--- src/ebac_pkg.sv ---
/*
 Constants, types and carriers of the external bus area controller.
 Assumes one 20 MHz system clock and an active-low asynchronous reset.
*/
// Overview of operation
// - Split the 16-Mbyte space into eight areas; apply that area's settings.
// - Drive each area's active-low select low while its access runs.
// - ROM-less extended mode: area 0 select outputs after reset, others inputs.
// - Extended mode with ROM: all eight selects are inputs after reset.
// - Selects routed to one pin are merged; pin low if any area accessed.
// - Settings are per area; internal accesses keep fixed width and timing.
// - Four interface types per area; every area resets to basic.
// - Burst ROM only in areas 0 and 1, multiplexed only in 3 to 7.
// - Each area is an 8-bit or 16-bit access space.
// - Byte-control SRAM always 16-bit; multiplexed areas either width.
// - 8-bit bus mode only if all areas 8-bit, else 16-bit mode.
// - Width reset value comes from the operating mode.
// - Areas 2 to 7 can swap bytes when set little endian.
// - Byte order resets to big endian for every area.
// - Basic areas use 2-state or 3-state access per setting.
// - 2-state never waits; 3-state adds 0 to 7 programmed or pin waits.
// - Select and address extended by 0, 1 or 2 cycles.
// - Unused control pins act as plain port inputs.
// - Upper write strobe serves 16-bit accesses only.
package ebac_pkg;
	localparam int ADDR_W = 24;
	localparam int DATA_W = 16;
	localparam int BYTE_W = 8;
	localparam int AREAS = 8;
	localparam int AREA_W = 3;
	localparam int WAIT_W = 3;
	localparam int WT_FIELD = 4;
	localparam int EXT_W = 2;
	localparam int REG_W = 32;
	localparam int RA_W = 4;
	localparam int SYS_CLK_NS = 50;
	localparam int BUS_CLK_NS = 400;
	localparam int BUS_DIV = BUS_CLK_NS / SYS_CLK_NS;
	localparam logic [3:0] RA_PFC = 4'h0;
	localparam logic [3:0] RA_PMAP = 4'h1;
	localparam logic [3:0] RA_AST = 4'h2;
	localparam logic [3:0] RA_WTA = 4'h3;
	localparam logic [3:0] RA_WTB = 4'h4;
	localparam logic [3:0] RA_SEC = 4'h5;
	localparam logic [3:0] RA_ABW = 4'h6;
	localparam logic [3:0] RA_EBO = 4'h7;
	localparam logic [3:0] RA_SRM = 4'h8;
	localparam logic [3:0] RA_ROM = 4'h9;
	localparam logic [3:0] RA_MPX = 4'hA;
	localparam logic [3:0] RA_BCR = 4'hB;
	localparam logic [3:0] RA_STAT = 4'hC;
	localparam logic [7:0] PFC_NOROM = 8'h01;
	localparam logic [23:0] PMAP_RST = 24'hFAC688;
	localparam logic [7:0] AST_RST = 8'hFF;
	localparam logic [15:0] WT_RST = 16'h7777;
	localparam logic [7:0] ABW_ALL8 = 8'hFF;
	localparam logic [7:0] ROM_MASK = 8'h03;
	localparam logic [7:0] MPX_MASK = 8'hF8;
	localparam logic [7:0] EBO_MASK = 8'hFC;
	localparam logic [1:0] EXT_TWO = 2'h2;

	typedef enum logic [3:0] {S_IDLE, S_START, S_TH, S_T1, S_T2, S_TPW,
		S_TW, S_T3, S_TT} ebac_state_t;
	typedef enum logic [1:0] {IF_BASIC, IF_SRAM, IF_ROM, IF_MUX} ebac_if_t;

	typedef struct packed {
		logic [ADDR_W-1:0] addr;
		logic [DATA_W-1:0] wdata;
		logic write;
		logic word;
		logic internal;
	} ebac_req_t;

	typedef struct packed {
		logic [AREAS-1:0] pfc;
		logic [AREAS*AREA_W-1:0] pmap;
		logic [AREAS-1:0] ast;
		logic [AREAS/2*WT_FIELD-1:0] wta;
		logic [AREAS/2*WT_FIELD-1:0] wtb;
		logic [AREAS*EXT_W-1:0] sec;
		logic [AREAS-1:0] abw;
		logic [AREAS-1:0] ebo;
		logic [AREAS-1:0] srm;
		logic [AREAS-1:0] rom;
		logic [AREAS-1:0] mpx;
		logic wpe;
	} ebac_cfg_t;

	function automatic logic [DATA_W-1:0] ebac_swap(input logic [DATA_W-1:0] d);
		return {d[BYTE_W-1:0], d[DATA_W-1:BYTE_W]};
	endfunction: ebac_swap
endpackage: ebac_pkg

--- src/ebac_ctrl.sv ---
/*
 External bus area controller: register port, area decode, per-area
 basic cycle sequencer, select merging and pin direction control.
 Assumes pins are resolved outside from the output enables, and that
 straps and all pin inputs come from outside the clock domain.
*/
// Decided for this implementation: the address map and the plain strobed port.
`timescale 1ns/1ps
module ebac_ctrl
#(
	parameter int DIV = ebac_pkg::BUS_DIV
)
(
	input wire logic clk_sys,
	input wire logic rstn,
	input wire logic mode_rom_en,
	input wire logic mode_bus8,
	input wire logic [3:0] reg_addr,
	input wire logic [31:0] reg_wdata,
	input wire logic reg_wr,
	input wire logic reg_rd,
	output logic [31:0] reg_rdata,
	input wire logic req_valid,
	input wire ebac_pkg::ebac_req_t req,
	output logic busy,
	output logic ack,
	output logic [15:0] ack_rdata,
	output logic bus_clk,
	output logic [23:0] addr_out,
	output logic [15:0] data_out,
	output logic data_oe,
	input wire logic [15:0] data_in,
	output logic rd_n,
	output logic rd_wr,
	output logic cycle_start_n,
	output logic addr_strobe_n,
	output logic addr_hold_n,
	output logic addr_hold_oe,
	output logic upper_write_n,
	output logic upper_write_oe,
	input wire logic upper_write_in,
	output logic lower_write_n,
	output logic [7:0] area_select_n_out,
	output logic [7:0] area_select_n_oe,
	input wire logic [7:0] area_select_n_in,
	input wire logic wait_n
);
	localparam int A = ebac_pkg::AREAS;
	localparam int AW = ebac_pkg::AREA_W;
	localparam int DW = ebac_pkg::DATA_W;
	localparam int BW = ebac_pkg::BYTE_W;
	localparam int HW = ebac_pkg::AREAS / 2 * ebac_pkg::WT_FIELD;
	localparam int SW = DW + 1 + A + 1 + 2;
	localparam logic [AW-1:0] FIRST_LE = 3'h2;

	typedef struct packed {
		ebac_pkg::ebac_state_t st;
		ebac_pkg::ebac_cfg_t cfg;
		ebac_pkg::ebac_req_t rq;
		logic [AW-1:0] area;
		logic [ebac_pkg::WAIT_W-1:0] cnt;
		logic strap_done;
		logic rom_en;
		logic [A-1:0] cs_n;
		logic [31:0] rdata;
		logic busy;
		logic ack;
		logic [DW-1:0] ack_rdata;
		logic [ebac_pkg::ADDR_W-1:0] addr_o;
		logic [DW-1:0] data_o;
		logic data_oe;
		logic rd_n;
		logic rd_wr;
		logic bs_n;
		logic as_n;
		logic ah_n;
		logic ah_oe;
		logic uw_n;
		logic uw_oe;
		logic lw_n;
		logic [A-1:0] sel_out;
		logic [A-1:0] sel_oe;
	} ebac_ctrl_t;
	ebac_ctrl_t s_reg;
	ebac_ctrl_t s_next;

	logic tick;
	logic [SW-1:0] sync_out;
	logic [DW-1:0] data_s;
	logic wait_s;
	logic [A-1:0] sel_in_s;
	logic uw_in_s;
	logic rom_s;
	logic bus8_s;
	logic [2*HW-1:0] wt_all;

	ebac_clkdiv #(.DIV(DIV)) u_div (
		.clk_sys(clk_sys),
		.rstn(rstn),
		.bus_clk(bus_clk),
		.tick(tick)
	);

	ebac_sync #(.W(SW), .INIT('1)) u_sync (
		.clk_sys(clk_sys),
		.rstn(rstn),
		.din({data_in, wait_n, area_select_n_in, upper_write_in,
			mode_rom_en, mode_bus8}),
		.dout(sync_out)
	);
	assign {data_s, wait_s, sel_in_s, uw_in_s, rom_s, bus8_s} = sync_out;
	assign wt_all = {s_reg.cfg.wtb, s_reg.cfg.wta};

	// Prohibited type combinations fall back to the basic interface
	function automatic ebac_pkg::ebac_if_t if_of(
		input ebac_pkg::ebac_cfg_t c, input logic [AW-1:0] a);
		if (c.srm[a] && !c.rom[a] && !c.mpx[a])
			return ebac_pkg::IF_SRAM;
		if (c.rom[a] && !c.srm[a])
			return ebac_pkg::IF_ROM;
		if (c.mpx[a] && !c.srm[a])
			return ebac_pkg::IF_MUX;
		return ebac_pkg::IF_BASIC;
	endfunction: if_of

	function automatic logic is8(
		input ebac_pkg::ebac_cfg_t c, input logic [AW-1:0] a);
		return c.abw[a] && (if_of(c, a) != ebac_pkg::IF_SRAM);
	endfunction: is8

	function automatic logic bus16(input ebac_pkg::ebac_cfg_t c);
		logic any;
		any = 1'b0;
		for (int i = 0; i < A; i++)
			any = any | !is8(c, AW'(i));
		return any;
	endfunction: bus16

	function automatic logic swap_on(
		input ebac_pkg::ebac_cfg_t c, input logic [AW-1:0] a);
		return c.ebo[a] && (a >= FIRST_LE) && !is8(c, a);
	endfunction: swap_on

	always_comb
	begin
		logic three;
		logic [ebac_pkg::WAIT_W-1:0] pw;
		logic [ebac_pkg::EXT_W-1:0] ext;
		logic pin_wait;
		logic fin;
		logic act;
		logic strb;
		logic [AW-1:0] p;
		three = s_reg.cfg.ast[s_reg.area];
		pw = wt_all[s_reg.area*ebac_pkg::WT_FIELD +: ebac_pkg::WAIT_W];
		ext = s_reg.cfg.sec[s_reg.area*ebac_pkg::EXT_W +: ebac_pkg::EXT_W];
		pin_wait = s_reg.cfg.wpe && !wait_s;
		fin = 1'b0;
		act = 1'b0;
		strb = 1'b0;
		p = '0;
		s_next = s_reg;
		s_next.ack = 1'b0;
		s_next.rdata = '0;

		if (reg_wr)
		begin
			case (reg_addr)
			ebac_pkg::RA_PFC: s_next.cfg.pfc = reg_wdata[A-1:0];
			ebac_pkg::RA_PMAP: s_next.cfg.pmap = reg_wdata[A*AW-1:0];
			ebac_pkg::RA_AST: s_next.cfg.ast = reg_wdata[A-1:0];
			ebac_pkg::RA_WTA: s_next.cfg.wta = reg_wdata[HW-1:0];
			ebac_pkg::RA_WTB: s_next.cfg.wtb = reg_wdata[HW-1:0];
			ebac_pkg::RA_SEC: s_next.cfg.sec = reg_wdata[2*A-1:0];
			ebac_pkg::RA_ABW: s_next.cfg.abw = reg_wdata[A-1:0];
			ebac_pkg::RA_EBO:
				s_next.cfg.ebo = reg_wdata[A-1:0] & ebac_pkg::EBO_MASK;
			ebac_pkg::RA_SRM: s_next.cfg.srm = reg_wdata[A-1:0];
			ebac_pkg::RA_ROM:
				s_next.cfg.rom = reg_wdata[A-1:0] & ebac_pkg::ROM_MASK;
			ebac_pkg::RA_MPX:
				s_next.cfg.mpx = reg_wdata[A-1:0] & ebac_pkg::MPX_MASK;
			ebac_pkg::RA_BCR: s_next.cfg.wpe = reg_wdata[0];
			default: ;
			endcase
		end
		if (reg_rd)
		begin
			case (reg_addr)
			ebac_pkg::RA_PFC: s_next.rdata = 32'(s_reg.cfg.pfc);
			ebac_pkg::RA_PMAP: s_next.rdata = 32'(s_reg.cfg.pmap);
			ebac_pkg::RA_AST: s_next.rdata = 32'(s_reg.cfg.ast);
			ebac_pkg::RA_WTA: s_next.rdata = 32'(s_reg.cfg.wta);
			ebac_pkg::RA_WTB: s_next.rdata = 32'(s_reg.cfg.wtb);
			ebac_pkg::RA_SEC: s_next.rdata = 32'(s_reg.cfg.sec);
			ebac_pkg::RA_ABW: s_next.rdata = 32'(s_reg.cfg.abw);
			ebac_pkg::RA_EBO: s_next.rdata = 32'(s_reg.cfg.ebo);
			ebac_pkg::RA_SRM: s_next.rdata = 32'(s_reg.cfg.srm);
			ebac_pkg::RA_ROM: s_next.rdata = 32'(s_reg.cfg.rom);
			ebac_pkg::RA_MPX: s_next.rdata = 32'(s_reg.cfg.mpx);
			ebac_pkg::RA_BCR: s_next.rdata = 32'(s_reg.cfg.wpe);
			ebac_pkg::RA_STAT: s_next.rdata = 32'({uw_in_s, sel_in_s,
				s_reg.strap_done, s_reg.area, bus16(s_reg.cfg),
				s_reg.busy});
			default: s_next.rdata = '0;
			endcase
		end

		// Straps are taken once, after the synchroniser has settled
		if (tick && !s_reg.strap_done)
		begin
			s_next.strap_done = 1'b1;
			s_next.rom_en = rom_s;
			s_next.cfg.pfc = rom_s ? '0 : ebac_pkg::PFC_NOROM;
			s_next.cfg.abw = bus8_s ? ebac_pkg::ABW_ALL8 : '0;
		end

		case (s_reg.st)
		ebac_pkg::S_IDLE:
		begin
			if (req_valid && s_reg.strap_done)
			begin
				s_next.rq = req;
				s_next.area = req.addr[ebac_pkg::ADDR_W-1 -: AW];
				if (req.internal)
					s_next.ack = 1'b1;
				else
				begin
					s_next.st = ebac_pkg::S_START;
					s_next.busy = 1'b1;
				end
			end
		end
		ebac_pkg::S_START:
			if (tick)
				s_next.st = (ext != '0) ? ebac_pkg::S_TH : ebac_pkg::S_T1;
		ebac_pkg::S_TH:
			if (tick)
				s_next.st = ebac_pkg::S_T1;
		ebac_pkg::S_T1:
			if (tick)
				s_next.st = ebac_pkg::S_T2;
		ebac_pkg::S_T2:
		begin
			if (tick && !three)
				fin = 1'b1;
			else if (tick && pw != '0)
			begin
				s_next.st = ebac_pkg::S_TPW;
				s_next.cnt = pw - 1'b1;
			end
			else if (tick)
				s_next.st = pin_wait ? ebac_pkg::S_TW : ebac_pkg::S_T3;
		end
		ebac_pkg::S_TPW:
		begin
			if (tick && s_reg.cnt != '0)
				s_next.cnt = s_reg.cnt - 1'b1;
			else if (tick)
				s_next.st = pin_wait ? ebac_pkg::S_TW : ebac_pkg::S_T3;
		end
		ebac_pkg::S_TW:
			if (tick && !pin_wait)
				s_next.st = ebac_pkg::S_T3;
		ebac_pkg::S_T3:
			if (tick)
				fin = 1'b1;
		ebac_pkg::S_TT:
		begin
			if (tick)
			begin
				s_next.st = ebac_pkg::S_IDLE;
				s_next.busy = 1'b0;
				s_next.ack = 1'b1;
			end
		end
		default:
			s_next.st = ebac_pkg::S_IDLE;
		endcase

		if (fin)
		begin
			if (is8(s_reg.cfg, s_reg.area))
				s_next.ack_rdata = {{BW{1'b0}}, data_s[BW-1:0]};
			else if (swap_on(s_reg.cfg, s_reg.area) && s_reg.rq.word)
				s_next.ack_rdata = ebac_pkg::ebac_swap(data_s);
			else
				s_next.ack_rdata = data_s;
			if (ext == ebac_pkg::EXT_TWO)
				s_next.st = ebac_pkg::S_TT;
			else
			begin
				s_next.st = ebac_pkg::S_IDLE;
				s_next.busy = 1'b0;
				s_next.ack = 1'b1;
			end
		end

		// Pin values follow the next state so they leave flops directly
		act = s_next.st inside {ebac_pkg::S_TH, ebac_pkg::S_T1,
			ebac_pkg::S_T2, ebac_pkg::S_TPW, ebac_pkg::S_TW,
			ebac_pkg::S_T3, ebac_pkg::S_TT};
		strb = s_next.st inside {ebac_pkg::S_T1, ebac_pkg::S_T2,
			ebac_pkg::S_TPW, ebac_pkg::S_TW, ebac_pkg::S_T3};
		s_next.cs_n = '1;
		if (act)
			s_next.cs_n[s_next.area] = 1'b0;
		s_next.sel_out = '1;
		s_next.sel_oe = '0;
		for (int i = 0; i < A; i++)
		begin
			p = s_next.cfg.pmap[i*AW +: AW];
			if (s_next.cfg.pfc[i])
			begin
				s_next.sel_oe[p] = 1'b1;
				if (!s_next.cs_n[i])
					s_next.sel_out[p] = 1'b0;
			end
		end
		s_next.addr_o = act ? s_next.rq.addr : s_reg.addr_o;
		s_next.rd_wr = !(act && s_next.rq.write);
		s_next.rd_n = !(strb && !s_next.rq.write);
		s_next.lw_n = !(strb && s_next.rq.write);
		s_next.uw_n = !(strb && s_next.rq.write && s_next.rq.word
			&& !is8(s_next.cfg, s_next.area));
		s_next.uw_oe = bus16(s_next.cfg);
		s_next.data_oe = strb && s_next.rq.write;
		if (swap_on(s_next.cfg, s_next.area) && s_next.rq.word)
			s_next.data_o = ebac_pkg::ebac_swap(s_next.rq.wdata);
		else
			s_next.data_o = s_next.rq.wdata;
		s_next.bs_n = (s_next.st != ebac_pkg::S_T1);
		if (if_of(s_next.cfg, s_next.area) == ebac_pkg::IF_MUX)
		begin
			s_next.as_n = 1'b1;
			s_next.ah_n = (s_next.st != ebac_pkg::S_T1);
		end
		else
		begin
			s_next.as_n = !strb;
			s_next.ah_n = 1'b1;
		end
		s_next.ah_oe = (s_next.cfg.mpx != '0);
	end

	always_ff @(posedge clk_sys or negedge rstn)
	begin
		if (!rstn)
		begin
			s_reg <= '0;
			s_reg.st <= ebac_pkg::S_IDLE;
			s_reg.cfg.pmap <= ebac_pkg::PMAP_RST;
			s_reg.cfg.ast <= ebac_pkg::AST_RST;
			s_reg.cfg.wta <= ebac_pkg::WT_RST;
			s_reg.cfg.wtb <= ebac_pkg::WT_RST;
			s_reg.cs_n <= '1;
			s_reg.sel_out <= '1;
			s_reg.rd_n <= 1'b1;
			s_reg.rd_wr <= 1'b1;
			s_reg.bs_n <= 1'b1;
			s_reg.as_n <= 1'b1;
			s_reg.ah_n <= 1'b1;
			s_reg.uw_n <= 1'b1;
			s_reg.lw_n <= 1'b1;
		end
		else
			s_reg <= s_next;
	end

	assign reg_rdata = s_reg.rdata;
	assign busy = s_reg.busy;
	assign ack = s_reg.ack;
	assign ack_rdata = s_reg.ack_rdata;
	assign addr_out = s_reg.addr_o;
	assign data_out = s_reg.data_o;
	assign data_oe = s_reg.data_oe;
	assign rd_n = s_reg.rd_n;
	assign rd_wr = s_reg.rd_wr;
	assign cycle_start_n = s_reg.bs_n;
	assign addr_strobe_n = s_reg.as_n;
	assign addr_hold_n = s_reg.ah_n;
	assign addr_hold_oe = s_reg.ah_oe;
	assign upper_write_n = s_reg.uw_n;
	assign upper_write_oe = s_reg.uw_oe;
	assign lower_write_n = s_reg.lw_n;
	assign area_select_n_out = s_reg.sel_out;
	assign area_select_n_oe = s_reg.sel_oe;

	area_select_low_a: assert property (@(posedge clk_sys) disable iff (!rstn)
		s_reg.st == ebac_pkg::S_T1 |-> s_reg.cs_n == ~(8'h01 << s_reg.area))
		else $error("area select does not match decoded area");

	merged_pin_a: assert property (@(posedge clk_sys) disable iff (!rstn)
		(!s_reg.cs_n[s_reg.area] && s_reg.cfg.pfc[s_reg.area]) |->
		!area_select_n_out[s_reg.cfg.pmap[s_reg.area*AW +: AW]])
		else $error("merged select pin not low during access");

	strap_dir_a: assert property (@(posedge clk_sys) disable iff (!rstn)
		$rose(s_reg.strap_done) |-> ##1
		area_select_n_oe == (s_reg.rom_en ? 8'h00 : ebac_pkg::PFC_NOROM))
		else $error("select pin direction wrong after reset");

	width_strap_a: assert property (@(posedge clk_sys) disable iff (!rstn)
		$rose(s_reg.strap_done) |->
		s_reg.cfg.abw == ($past(bus8_s) ? ebac_pkg::ABW_ALL8 : 8'h00))
		else $error("width reset value not from mode");

	two_state_a: assert property (@(posedge clk_sys) disable iff (!rstn)
		(s_reg.st == ebac_pkg::S_T2 && tick && !s_reg.cfg.ast[s_reg.area])
		|=> (s_reg.st == ebac_pkg::S_IDLE || s_reg.st == ebac_pkg::S_TT))
		else $error("2-state access inserted a wait");

	write_swap_a: assert property (@(posedge clk_sys) disable iff (!rstn)
		(data_oe && s_reg.rq.word && swap_on(s_reg.cfg, s_reg.area)) |->
		data_out == ebac_pkg::ebac_swap(s_reg.rq.wdata))
		else $error("little-endian write not swapped");

	upper_unused_a: assert property (@(posedge clk_sys) disable iff (!rstn)
		!bus16(s_reg.cfg) |-> !upper_write_oe && upper_write_n)
		else $error("upper write strobe driven in 8-bit bus mode");

	internal_fixed_a: assert property (@(posedge clk_sys) disable iff (!rstn)
		(s_reg.st == ebac_pkg::S_IDLE && s_reg.strap_done && req_valid
		&& req.internal) |=> ack && !busy && cycle_start_n)
		else $error("internal access did not finish in one cycle");
endmodule: ebac_ctrl

--- src/ebac_sync.sv ---
/*
 Two-flop synchroniser for a vector of pin inputs.
 Assumes each bit is a level that may change at any time.
*/
`timescale 1ns/1ps
module ebac_sync
#(
	parameter int W = 1,
	parameter logic [W-1:0] INIT = '0
)
(
	input wire logic clk_sys,
	input wire logic rstn,
	input wire logic [W-1:0] din,
	output logic [W-1:0] dout
);
	typedef struct packed {
		logic [W-1:0] s1;
		logic [W-1:0] s2;
	} ebac_sync_t;
	ebac_sync_t s_reg;
	ebac_sync_t s_next;

	always_comb
	begin
		s_next.s1 = din;
		s_next.s2 = s_reg.s1;
	end

	always_ff @(posedge clk_sys or negedge rstn)
	begin
		if (!rstn)
			s_reg <= {INIT, INIT};
		else
			s_reg <= s_next;
	end

	assign dout = s_reg.s2;
endmodule: ebac_sync

--- src/ebac_clkdiv.sv ---
/*
 Divider for the external bus clock and its one-cycle tick.
 Assumes DIV is even and at least two.
*/
`timescale 1ns/1ps
module ebac_clkdiv
#(
	parameter int DIV = ebac_pkg::BUS_DIV
)
(
	input wire logic clk_sys,
	input wire logic rstn,
	output logic bus_clk,
	output logic tick
);
	localparam int CW = $clog2(DIV);
	localparam logic [CW-1:0] LAST = CW'(DIV - 1);
	localparam logic [CW-1:0] HALF = CW'(DIV / 2);
	typedef struct packed {
		logic [CW-1:0] cnt;
		logic clk;
		logic tick;
	} ebac_div_t;
	ebac_div_t d_reg;
	ebac_div_t d_next;

	// Tick marks the rising edge of the driven bus clock
	always_comb
	begin
		d_next = d_reg;
		d_next.cnt = (d_reg.cnt == LAST) ? '0 : d_reg.cnt + 1'b1;
		d_next.clk = (d_next.cnt < HALF);
		d_next.tick = (d_reg.cnt == LAST);
	end

	always_ff @(posedge clk_sys or negedge rstn)
	begin
		if (!rstn)
			d_reg <= '0;
		else
			d_reg <= d_next;
	end

	assign bus_clk = d_reg.clk;
	assign tick = d_reg.tick;
endmodule: ebac_clkdiv

--- config.mk ---
export PLATFORM = sky130hd
export DESIGN_NAME = ebac_ctrl
export DESIGN_NICKNAME = d
export VERILOG_FILES = /design/src/ebac_pkg.sv /design/src/ebac_ctrl.sv /design/src/ebac_sync.sv /design/src/ebac_clkdiv.sv
export SDC_FILE = /design/constraint.sdc
export NUM_CORES = 1
export LEC_CHECK = 0
export BUFFER_PORTS_ARGS = -buffer_cell sky130_fd_sc_hd__buf_2
export CAP_MARGIN = 40
export CELL_PAD_IN_SITES_DETAIL_PLACEMENT = 1
export CELL_PAD_IN_SITES_GLOBAL_PLACEMENT = 2
export CORE_MARGIN = 10
export CORE_UTILIZATION = 41
export DETAILED_ROUTE_END_ITERATION = 6
export MAX_ROUTING_LAYER = met4
export PLACE_DENSITY = 0.89
export SLEW_MARGIN = 15
export SYNTH_ARGS = -nofsm -noshare
export SYNTH_HDL_FRONTEND = slang
export SYNTH_SLANG_ARGS = --single-unit
--- constraint.sdc ---
create_clock -name clk_sys -period 5.1 [get_ports clk_sys]
set_clock_uncertainty 0.2 [all_clocks]
set_input_delay 1.02 -clock clk_sys [delete_from_list [all_inputs] [get_ports clk_sys]]
set_output_delay 1.02 -clock clk_sys [all_outputs]
set_load 0.05 [all_outputs]
Word-level counts from Yosys, hierarchy flattened
Index checks and enable logic that the tools add are counted.
- add/subtract/negate cells: 3
- $lt $le $gt $ge: 22
- equality and inequality tests: 53
- shift-type cells: 2
- multiplexer cells: 411
- bitwise gates (word level): 37
- reductions and logical operators: 216
- operators by type and width (cell ; number):
    $pmux 24 s13 ; 1
    $mux 2 ; 134
    $mux 16 ; 14
    $mux 1 ; 196
    $mux 8 ; 19
    $mux 129 ; 1
    $logic_and 1x1->1 ; 118
    $mux 46 ; 2
    $logic_not 1->1 ; 82
    $not 8->8 ; 9
    $and 8x8->8 ; 7
    $or 8x8->8 ; 7
    $mux 4 ; 13
    $eq 4x3->1 const B ; 12
    $mux 24 ; 2
    $lt 3x4->1 const B ; 10
    $ne 2x1->1 const B ; 19
    $pmux 4 s9 ; 1
    $bmux 1 s3 ; 11
    $shiftx 32x6->3 ; 1
    $eq 4x4->1 const B ; 7
    $demux 1 s3 ; 9
    $ge 3x1->1 const B ; 9
    $eq 4x2->1 const B ; 6
    other kinds (24) ; 54
- register bits after elaboration: 360
- input bits: 112
- word-level logic and storage cells: 788

Logic depth before layout (Yosys ltp)
Gate-level depths: netlist of the first run.
- depth in word-level cells: 40
- gate-level depth with buffers: 14
- gate-level depth less buffers: 9

By module
Synthesis of the first run repeated with hierarchy kept, for this count alone.
- cells, all modules: 1615
- area total of the unflattened synthesis: 17324.1 µm²
- modules (own cells, without submodules) (module ; instances ; cells an instance ; area an instance (µm²)):
    ebac_ctrl ; 1 ; 1548 ; 15676.3
    ebac_sync ; 1 ; 56 ; 1471.4
    ebac_clkdiv ; 1 ; 11 ; 176.4

Worst setup path after synthesis of the first run
OpenSTA, ideal clock, no wires.
- path type: input-to-reg
- start: in reg_wr
- end: reg s_reg, in the netlist area_select_n_out[7]
- setup time: 0.072 ns
- arrival time: 3.605 ns
- data required time: 4.828 ns
- setup slack: 1.223 ns
- stages: 11
- path buffers: 4
- cells stage by stage: clkbuf_1 nor2b_1 buf_2 and3_1 buf_2 buf_2 mux2i_1 nor2_1 a22o_1 or4_1 o21ai_1
- RTL lines (what ; RTL line ; source):
    start, declared ; ebac_ctrl.sv:20 ; input wire logic reg_wr,
    end signal, assigned ; ebac_ctrl.sv:367 ; s_reg <= s_next;
    end, declared ; ebac_ctrl.sv:84 ; ebac_ctrl_t s_reg;

==> results of run 1 <==
==> power breakdown <==
group,switching (W),leakage (nW),internal (W)
sequential,0.000462,4.17,0.00355
clock,0.00119,0.647,0.00174
combinational,0.00275,3.97,0.00131
==> layer usage <==
metal  GRT usage [%]  vias up
li1                -     5664
met1            29.9     6695
met2            36.4      424
met3            5.11       83
met4            6.82        0
met5               -        -
==> area by class of cell <==
type	instances	share of cell area, %
sequential	351	46.4
multi-input combinational	946	34.0
timing repair buffer	262	7.77
clock buffer	56	5.82
tap	532	3.46
inverter	80	1.56
clock inverter	15	1.03
antenna	4	0.0520
==> metrics by stage <==
step / cell area [sq um] / worst slack [ns]
after floorplan: 16900 / 1.22
after global placement: 17900 / 0.817
after detailed placement: 17900 / 0.707
after CTS: 19200 / 1.10
after global routing: 19300 / 0.903
final: 19300 / 1.23
==> cell families (layout without fill, tap and decap cells) <==
| group | Yosys count | count (layout) | synth area share, % |
|---|---|---|---|
| multiplexers | 212 | 212 | 14.3 |
| AO/OA/AOI/OAI | 285 | 285 | 11.9 |
| buffers and inverters | 258 | 413 | 8.47 |
| AND/OR/NAND/NOR | 438 | 438 | 12.1 |
| adder cells (fa/ha/maj) | 3 | 3 | 0.223 |
| flip-flops | 351 | 351 | 53.0 |
| other | 1 | 12 | 0.0223 |
==> placed cells by master (no fill, tap or decap), types with 6 or more instances in the layout <==
master	netlist	layout
dfrtp_1	236	236
buf_2	16	212
nand2_1	192	192
dfstp_2	115	115
mux2i_1	98	98
mux2_2	98	98
nor2_1	92	92
inv_1	78	78
o21ai_0	51	51
buf_4	109	42
clkbuf_16	0	39
a21oi_1	38	38
o22ai_1	30	30
nand3_1	26	26
a22oi_1	26	26
nor3_1	22	22
o31ai_1	23	22
nor2b_1	18	18
and2_1	18	18
a221oi_1	13	13
nor4_1	14	13
mux4_2	12	12
a32o_1	11	11
a31oi_1	11	11
clkbuf_1	44	10
a32oi_1	9	9
a211oi_1	9	9
o211ai_1	8	8
conb_1	1	8
clkbuf_8	0	8
nand4_1	7	7
clkinv_2	0	7
nand2b_1	6	6
nand3b_1	6	6
o32ai_1	6	6
or4_1	6	6
a22o_1	6	6
==> how the worst max path moves through the flow <==
| stage | from | endpoint | slack, ns | cells after the start |
|---|---|---|---|---|
| floorplan | reg_wr | area_select_n_out[7] | 1.22 | 11 |
| global placement | reg_addr[3] | data_out[11] | 0.82 | 10 |
| detailed placement | reg_addr[3] | data_out[10] | 0.71 | 10 |
| CTS | s_reg[131] | addr_out[0] | 1.10 | 7 |
| global route | s_reg[131] | addr_out[0] | 0.90 | 7 |
| finish | s_reg[131] | addr_out[0] | 1.23 | 7 |
==> worst max-delay path, stage by stage (launching register included) <==
cell       delay (ns)
dfrtp_1          0.86
nor2_1           0.30
a221oi_1         0.52
o31ai_1          0.11
a2111oi_0        0.70
or3_1            0.22
buf_4            0.41
mux2_2           0.41
==> out/qor.txt, run 1 <==
# IOs -> 229
number of cell rows -> 74
portion of the post-synthesis area used by sequential elements -> 53.0%
list of most frequent post-synthesis cells -> 236 x dfrtp_1, 192 x nand2_1, 115 x dfstp_2
uppermost layer routed -> met4
first-pass GRT wire length -> 87.1 mm
Main synth FF type -> dfrtp_1
clock period minus final worst setup slack -> 3.87 ns
Post-Synthesis Cells -> 1,548
count of distinct cell types in the synthesized netlist -> 79
startpoint of the most critical register-to-register path -> s_reg[131]
Worst Hold Launch -> u_sync.s_next[18]
Yosys warning total -> 0
register area -> 8930 sq um
number of enable flip-flop cells after synthesis -> 0
starting utilization of the core area -> 41.4%
CP Data Required Time -> 5.35 ns
largest area contributor in the synthesized netlist -> dfrtp_1
count of filler cells inserted in the layout -> 4,436
total length of routed wires -> 57.7 mm
initial antenna violation count -> 4
slew at the pin with the worst max-slew slack -> 1.00 ns
Post-CTS Repair Setup Buffers -> 0
setup slack of the worst register-to-register path -> 1.23 ns
Clk Tree Root Cell -> clkbuf_16
total placed cells including tap cells -> 2,168
met3 WL -> 3.89 mm
placeable core area -> 40,700 sq um
CP Launch Type -> register
post-synthesis cell area -> 16,800 sq um
setup TNS -> 0 ns
kind of capture point of the worst setup path -> register
largest net degree at the start of global routing -> 115
clock sink count -> 351
Hold Buf Count CTS -> 0
TritonRoute pass-1 iters -> 5
area growth from synthesis to final layout -> 14.3%
logic depth of the worst register-to-register path -> 7
hold crit path type -> register to register
Arr. time, crit path -> 4.12 ns
count of antenna-violating nets left after detailed routing -> 0
sink of the worst hold path -> u_sync.dout[18]
Relative slew margins -> 33.0%
drc violations -> 0
detailed-route wire length on metal 1 -> 24.9 mm
reported max-cap violation count -> 0
DRC marker count from the first detailed-route iteration -> 1,179
flip-flop count of the largest register after layout -> 182
Die Area -> 49,600 sq um
CTS Buf Count -> 39
clock network latency to the later pin of the worst-skew pair -> 0.57 ns
leakage component of the power -> 8.79 nW
share of the synthesized area in the top cell type -> 35.0%
power per standard cell area -> 572 nW/um^2
RSZ-0062 raised after global routing -> false
Area contributors post-synth -> dfrtp_1 35%, dfstp_2 18%, mux2_2 6.5%
VDD IR max -> 0.391 mV
width of the chip -> 223 microns
Global Route Usage Sum -> 23.3%
number of endpoints failing setup at the final stage -> 0
number of vias per cell after detailed routing -> 5.73
weighted congestion at the end of routability-driven global placement -> 0.981
Reg-to-Reg End -> addr_out[0]
Power Total -> 0.0110 W
per-cell routed wire length -> 25.7 microns
clock tree from TritonCTS -> done
max frequency -> 258 MHz
clock slew seen by the registers of the worst setup and hold paths -> 0.06 ns
post-cts repair resize count -> 0
maximum level of the CTS H-tree -> 2
Layout Cells excl Fill -> 2,246
final count of pins violating max slew -> 0
Async SR Flop Fraction -> 100%
end-of-flow core utilization -> 47.3%
Hold Path Stages -> 0
vertical die dimension -> 223 microns
final clock period utilization by the worst path -> 75.9%
share of layout cells above drive strength 1 -> 33.2%
result of the run -> finished, final reports clean
worst-case hold slack -> 0.150 ns
final-report hold violation count -> 0
leading cell type by number of instances after synthesis -> dfrtp_1
Mapped Avg Cell Area -> 10.9 sq um
vias in the first global route -> 13,713
input/output buffers -> 212
total length of routed met2 wires -> 27.5 mm
worst-case clock buffer depth -> 3
overflow left after global routing -> 0
Detailed Place HPWL -> 42.4 mm
WS Path Type -> register to register
flip-flop and latch count after synthesis -> 351
Vias -> 12,866
CP Max Fanout -> 33
area of the multi-input gates -> 6540 sq um
final net count -> 1,795
(Power assumes the default switching activity.)
==> run 2: changes to the inputs <==
--- a/config.mk
+++ b/config.mk
@@ -10,10 +10,10 @@
 export CELL_PAD_IN_SITES_DETAIL_PLACEMENT = 1
 export CELL_PAD_IN_SITES_GLOBAL_PLACEMENT = 2
 export CORE_MARGIN = 10
-export CORE_UTILIZATION = 41
+export CORE_UTILIZATION = 34
 export DETAILED_ROUTE_END_ITERATION = 6
 export MAX_ROUTING_LAYER = met4
-export PLACE_DENSITY = 0.89
+export PLACE_DENSITY = 0.79
 export SLEW_MARGIN = 15
 export SYNTH_ARGS = -nofsm -noshare
 export SYNTH_HDL_FRONTEND = slang
==> constraint.sdc (replaced) <==
create_clock -name clk_sys -period 3.24 [get_ports clk_sys]
set_clock_uncertainty 0.2 [all_clocks]
set_input_delay 0.648 -clock clk_sys [delete_from_list [all_inputs] [get_ports clk_sys]]
set_output_delay 0.648 -clock clk_sys [all_outputs]
set_load 0.05 [all_outputs]
==> run 2 against run 1 <==
  * Clock power up 71%
  * Critical path depth up 2
  * Die area up 19%
  * Combinational power up 87%
  * Final cell count up 17%
  * Highest routed layer unchanged
==> out/qor.txt, run 2 (same netlist as run 1, synthesis figures left out) <==
most common library cell in the layout ignoring fill and taps -> buf_4
number of vias per cell after detailed routing -> 5.21
WS Path Type -> register to register
logic depth of the worst register-to-register path -> 9
max frequency -> 316 MHz
vias in the first global route -> 14,969
end-of-flow core utilization -> 44.3%
slew at the pin with the worst max-slew slack -> 0.760 ns
placeable core area -> 49,000 sq um
overflow left after global routing -> 0
area growth from synthesis to final layout -> 28.6%
final count of pins violating max slew -> 0
worst-case hold slack -> 0.0850 ns
starting utilization of the core area -> 34.4%
summed area of non-filler cells in the final layout -> 21,700 sq um
TritonRoute pass-1 iters -> 5
met1 Usage GRT -> 27.5%
power per standard cell area -> 872 nW/um^2
Global Route Usage Sum -> 21.8%
Arr. time, crit path -> 3.40 ns
initial antenna violation count -> 8
# IOs -> 229
DRC marker count from the first detailed-route iteration -> 1,087
CP Max Fanout -> 16
final-report hold violation count -> 0
CP Data Required Time -> 3.48 ns
Vias -> 13,657
Relative slew margins -> 49.0%
clock period minus final worst setup slack -> 3.16 ns
input/output buffers -> 212
Clk Tree Root Cell -> clkbuf_16
busiest layer in global routing -> met2
Worst Hold Launch -> req[36]
largest net degree at the start of global routing -> 82
kind of capture point of the worst setup path -> register
Detailed Place HPWL -> 48.7 mm
Power Total -> 0.0189 W
final net count -> 2,037
Hold Path Stages -> 3
vertical die dimension -> 243 microns
first-pass GRT wire length -> 96.0 mm
leakage component of the power -> 10.1 nW
clock sink count -> 351
sink of the worst hold path -> s_reg[168]
count of filler cells inserted in the layout -> 5,410
flip-flop count of the largest register after layout -> 182
per-cell routed wire length -> 24.2 microns
clock slew seen by the registers of the worst setup and hold paths -> 0.06 ns
result of the run -> finished, final reports clean
hold crit path type -> input port to register
reported max-cap violation count -> 0
Reg-to-Reg End -> data_out[8]
clock network latency to the later pin of the worst-skew pair -> 0.58 ns
M2 GR Usage -> 34.4%
number of cell rows -> 81
Die Area -> 58,900 sq um
number of endpoints failing setup at the final stage -> 0
weighted congestion at the end of routability-driven global placement -> 0.967
total length of routed wires -> 63.5 mm
CTS Buf Count -> 41
total placed cells including tap cells -> 2,512
count of antenna-violating nets left after detailed routing -> 0
width of the chip -> 243 microns
clock tree from TritonCTS -> done
global routing usage on met3 -> 4.29%
maximum level of the CTS H-tree -> 2
dpl cell area -> 19,800 sq um
commonest cells after routing, fill and taps aside -> 247 x buf_4, 234 x dfrtp_1, 211 x buf_2
startpoint of the most critical register-to-register path -> s_reg[307]
CP Launch Type -> register
Layout Cells excl Fill -> 2,622
drc violations -> 0
share of layout cells above drive strength 1 -> 41.3%
worst-case clock buffer depth -> 3
VDD IR max -> 0.556 mV
final clock period utilization by the worst path -> 97.7%
setup slack of the worst register-to-register path -> 0.08 ns
run 2: cell types whose count changed in the layout (fill, tap and decap cells not counted), moves of 3 or more:
cell,before,now
buf_12,3,12
buf_4,42,247
clkbuf_1,10,7
clkbuf_16,39,42
dlygate4sd3_1,0,29
mux2_2,98,94
mux2_4,1,5
mux2i_1,98,90
mux2i_2,0,8
run 2: how the worst max path moves through the flow:
stage / start / end / depth (start not counted)
3_3_place_gp: reg_addr[3] / data_out[3] / 10
4_1_cts: s_reg[304] / data_out[8] / 9
5_1_grt: s_reg[129] / data_oe / 12
6_report: s_reg[307] / data_out[8] / 9
2_1_floorplan: reg_addr[0] / data_out[10] / 11
3_5_place_dp: reg_addr[3] / data_out[5] / 10
run 2: critical path, stage by stage (launching register included):
cell,delay [ns]
dfrtp_2,0.44
or2_4,0.31
nor2_4,0.19
mux2i_2,0.27
o22ai_1,0.14
or4_1,0.55
o32a_1,0.32
or2_4,0.28
buf_12,0.17
mux2i_2,0.16
run 2: power breakdown:
group | leakage (nW) | total [W] | internal (W) | switching, W
registers | 4.17 | 0.00629 | 0.00559 | 0.000697
clock network | 0.709 | 0.00500 | 0.00304 | 0.00196
logic | 5.18 | 0.00761 | 0.00293 | 0.00467
total | 10.1 | 0.0189 | 0.0116 | 0.00733
run 2: through the flow:
step | setup TNS (ns) | worst slack [ns]
floorplan | -0.815 | -0.0759
finish | 0 | 0.0760
global route | -0.0923 | -0.0181
global placement | -5.52 | -0.321
CTS | 0 | 0.00837
detailed placement | -6.52 | -0.377
run 2: cell type report:
cell class / count / area, sq um / share of cell area, %
inverter: 80 / 300 / 1.39
clock buffer: 56 / 1170 / 5.42
timing repair buffer: 502 / 3480 / 16.1
tap: 664 / 831 / 3.84
multi-input combinational: 946 / 6650 / 30.7
clock inverter: 20 / 293 / 1.35
antenna: 3 / 7.51 / 0.0347
sequential: 351 / 8930 / 41.2
run 2: repair_timing:
item | 4_1_cts | 5_1_grt
gates cloned | 0 | 0
pin swaps | 0 | 4
setup buffers | 0 | 2
setup endpoints to repair | 35 | 51
resized for setup | 2 | 14
hold buffers | 29 | 0
hold endpoints to repair | 82 | 0
run 2: routing by layer:
layer | share of wire, % | up-vias
li1 | - | 6141
met1 | 44 | 6989
met2 | 47 | 403
met3 | 5.5 | 124
met4 | 3.5 | 0
met5 | 0 | -
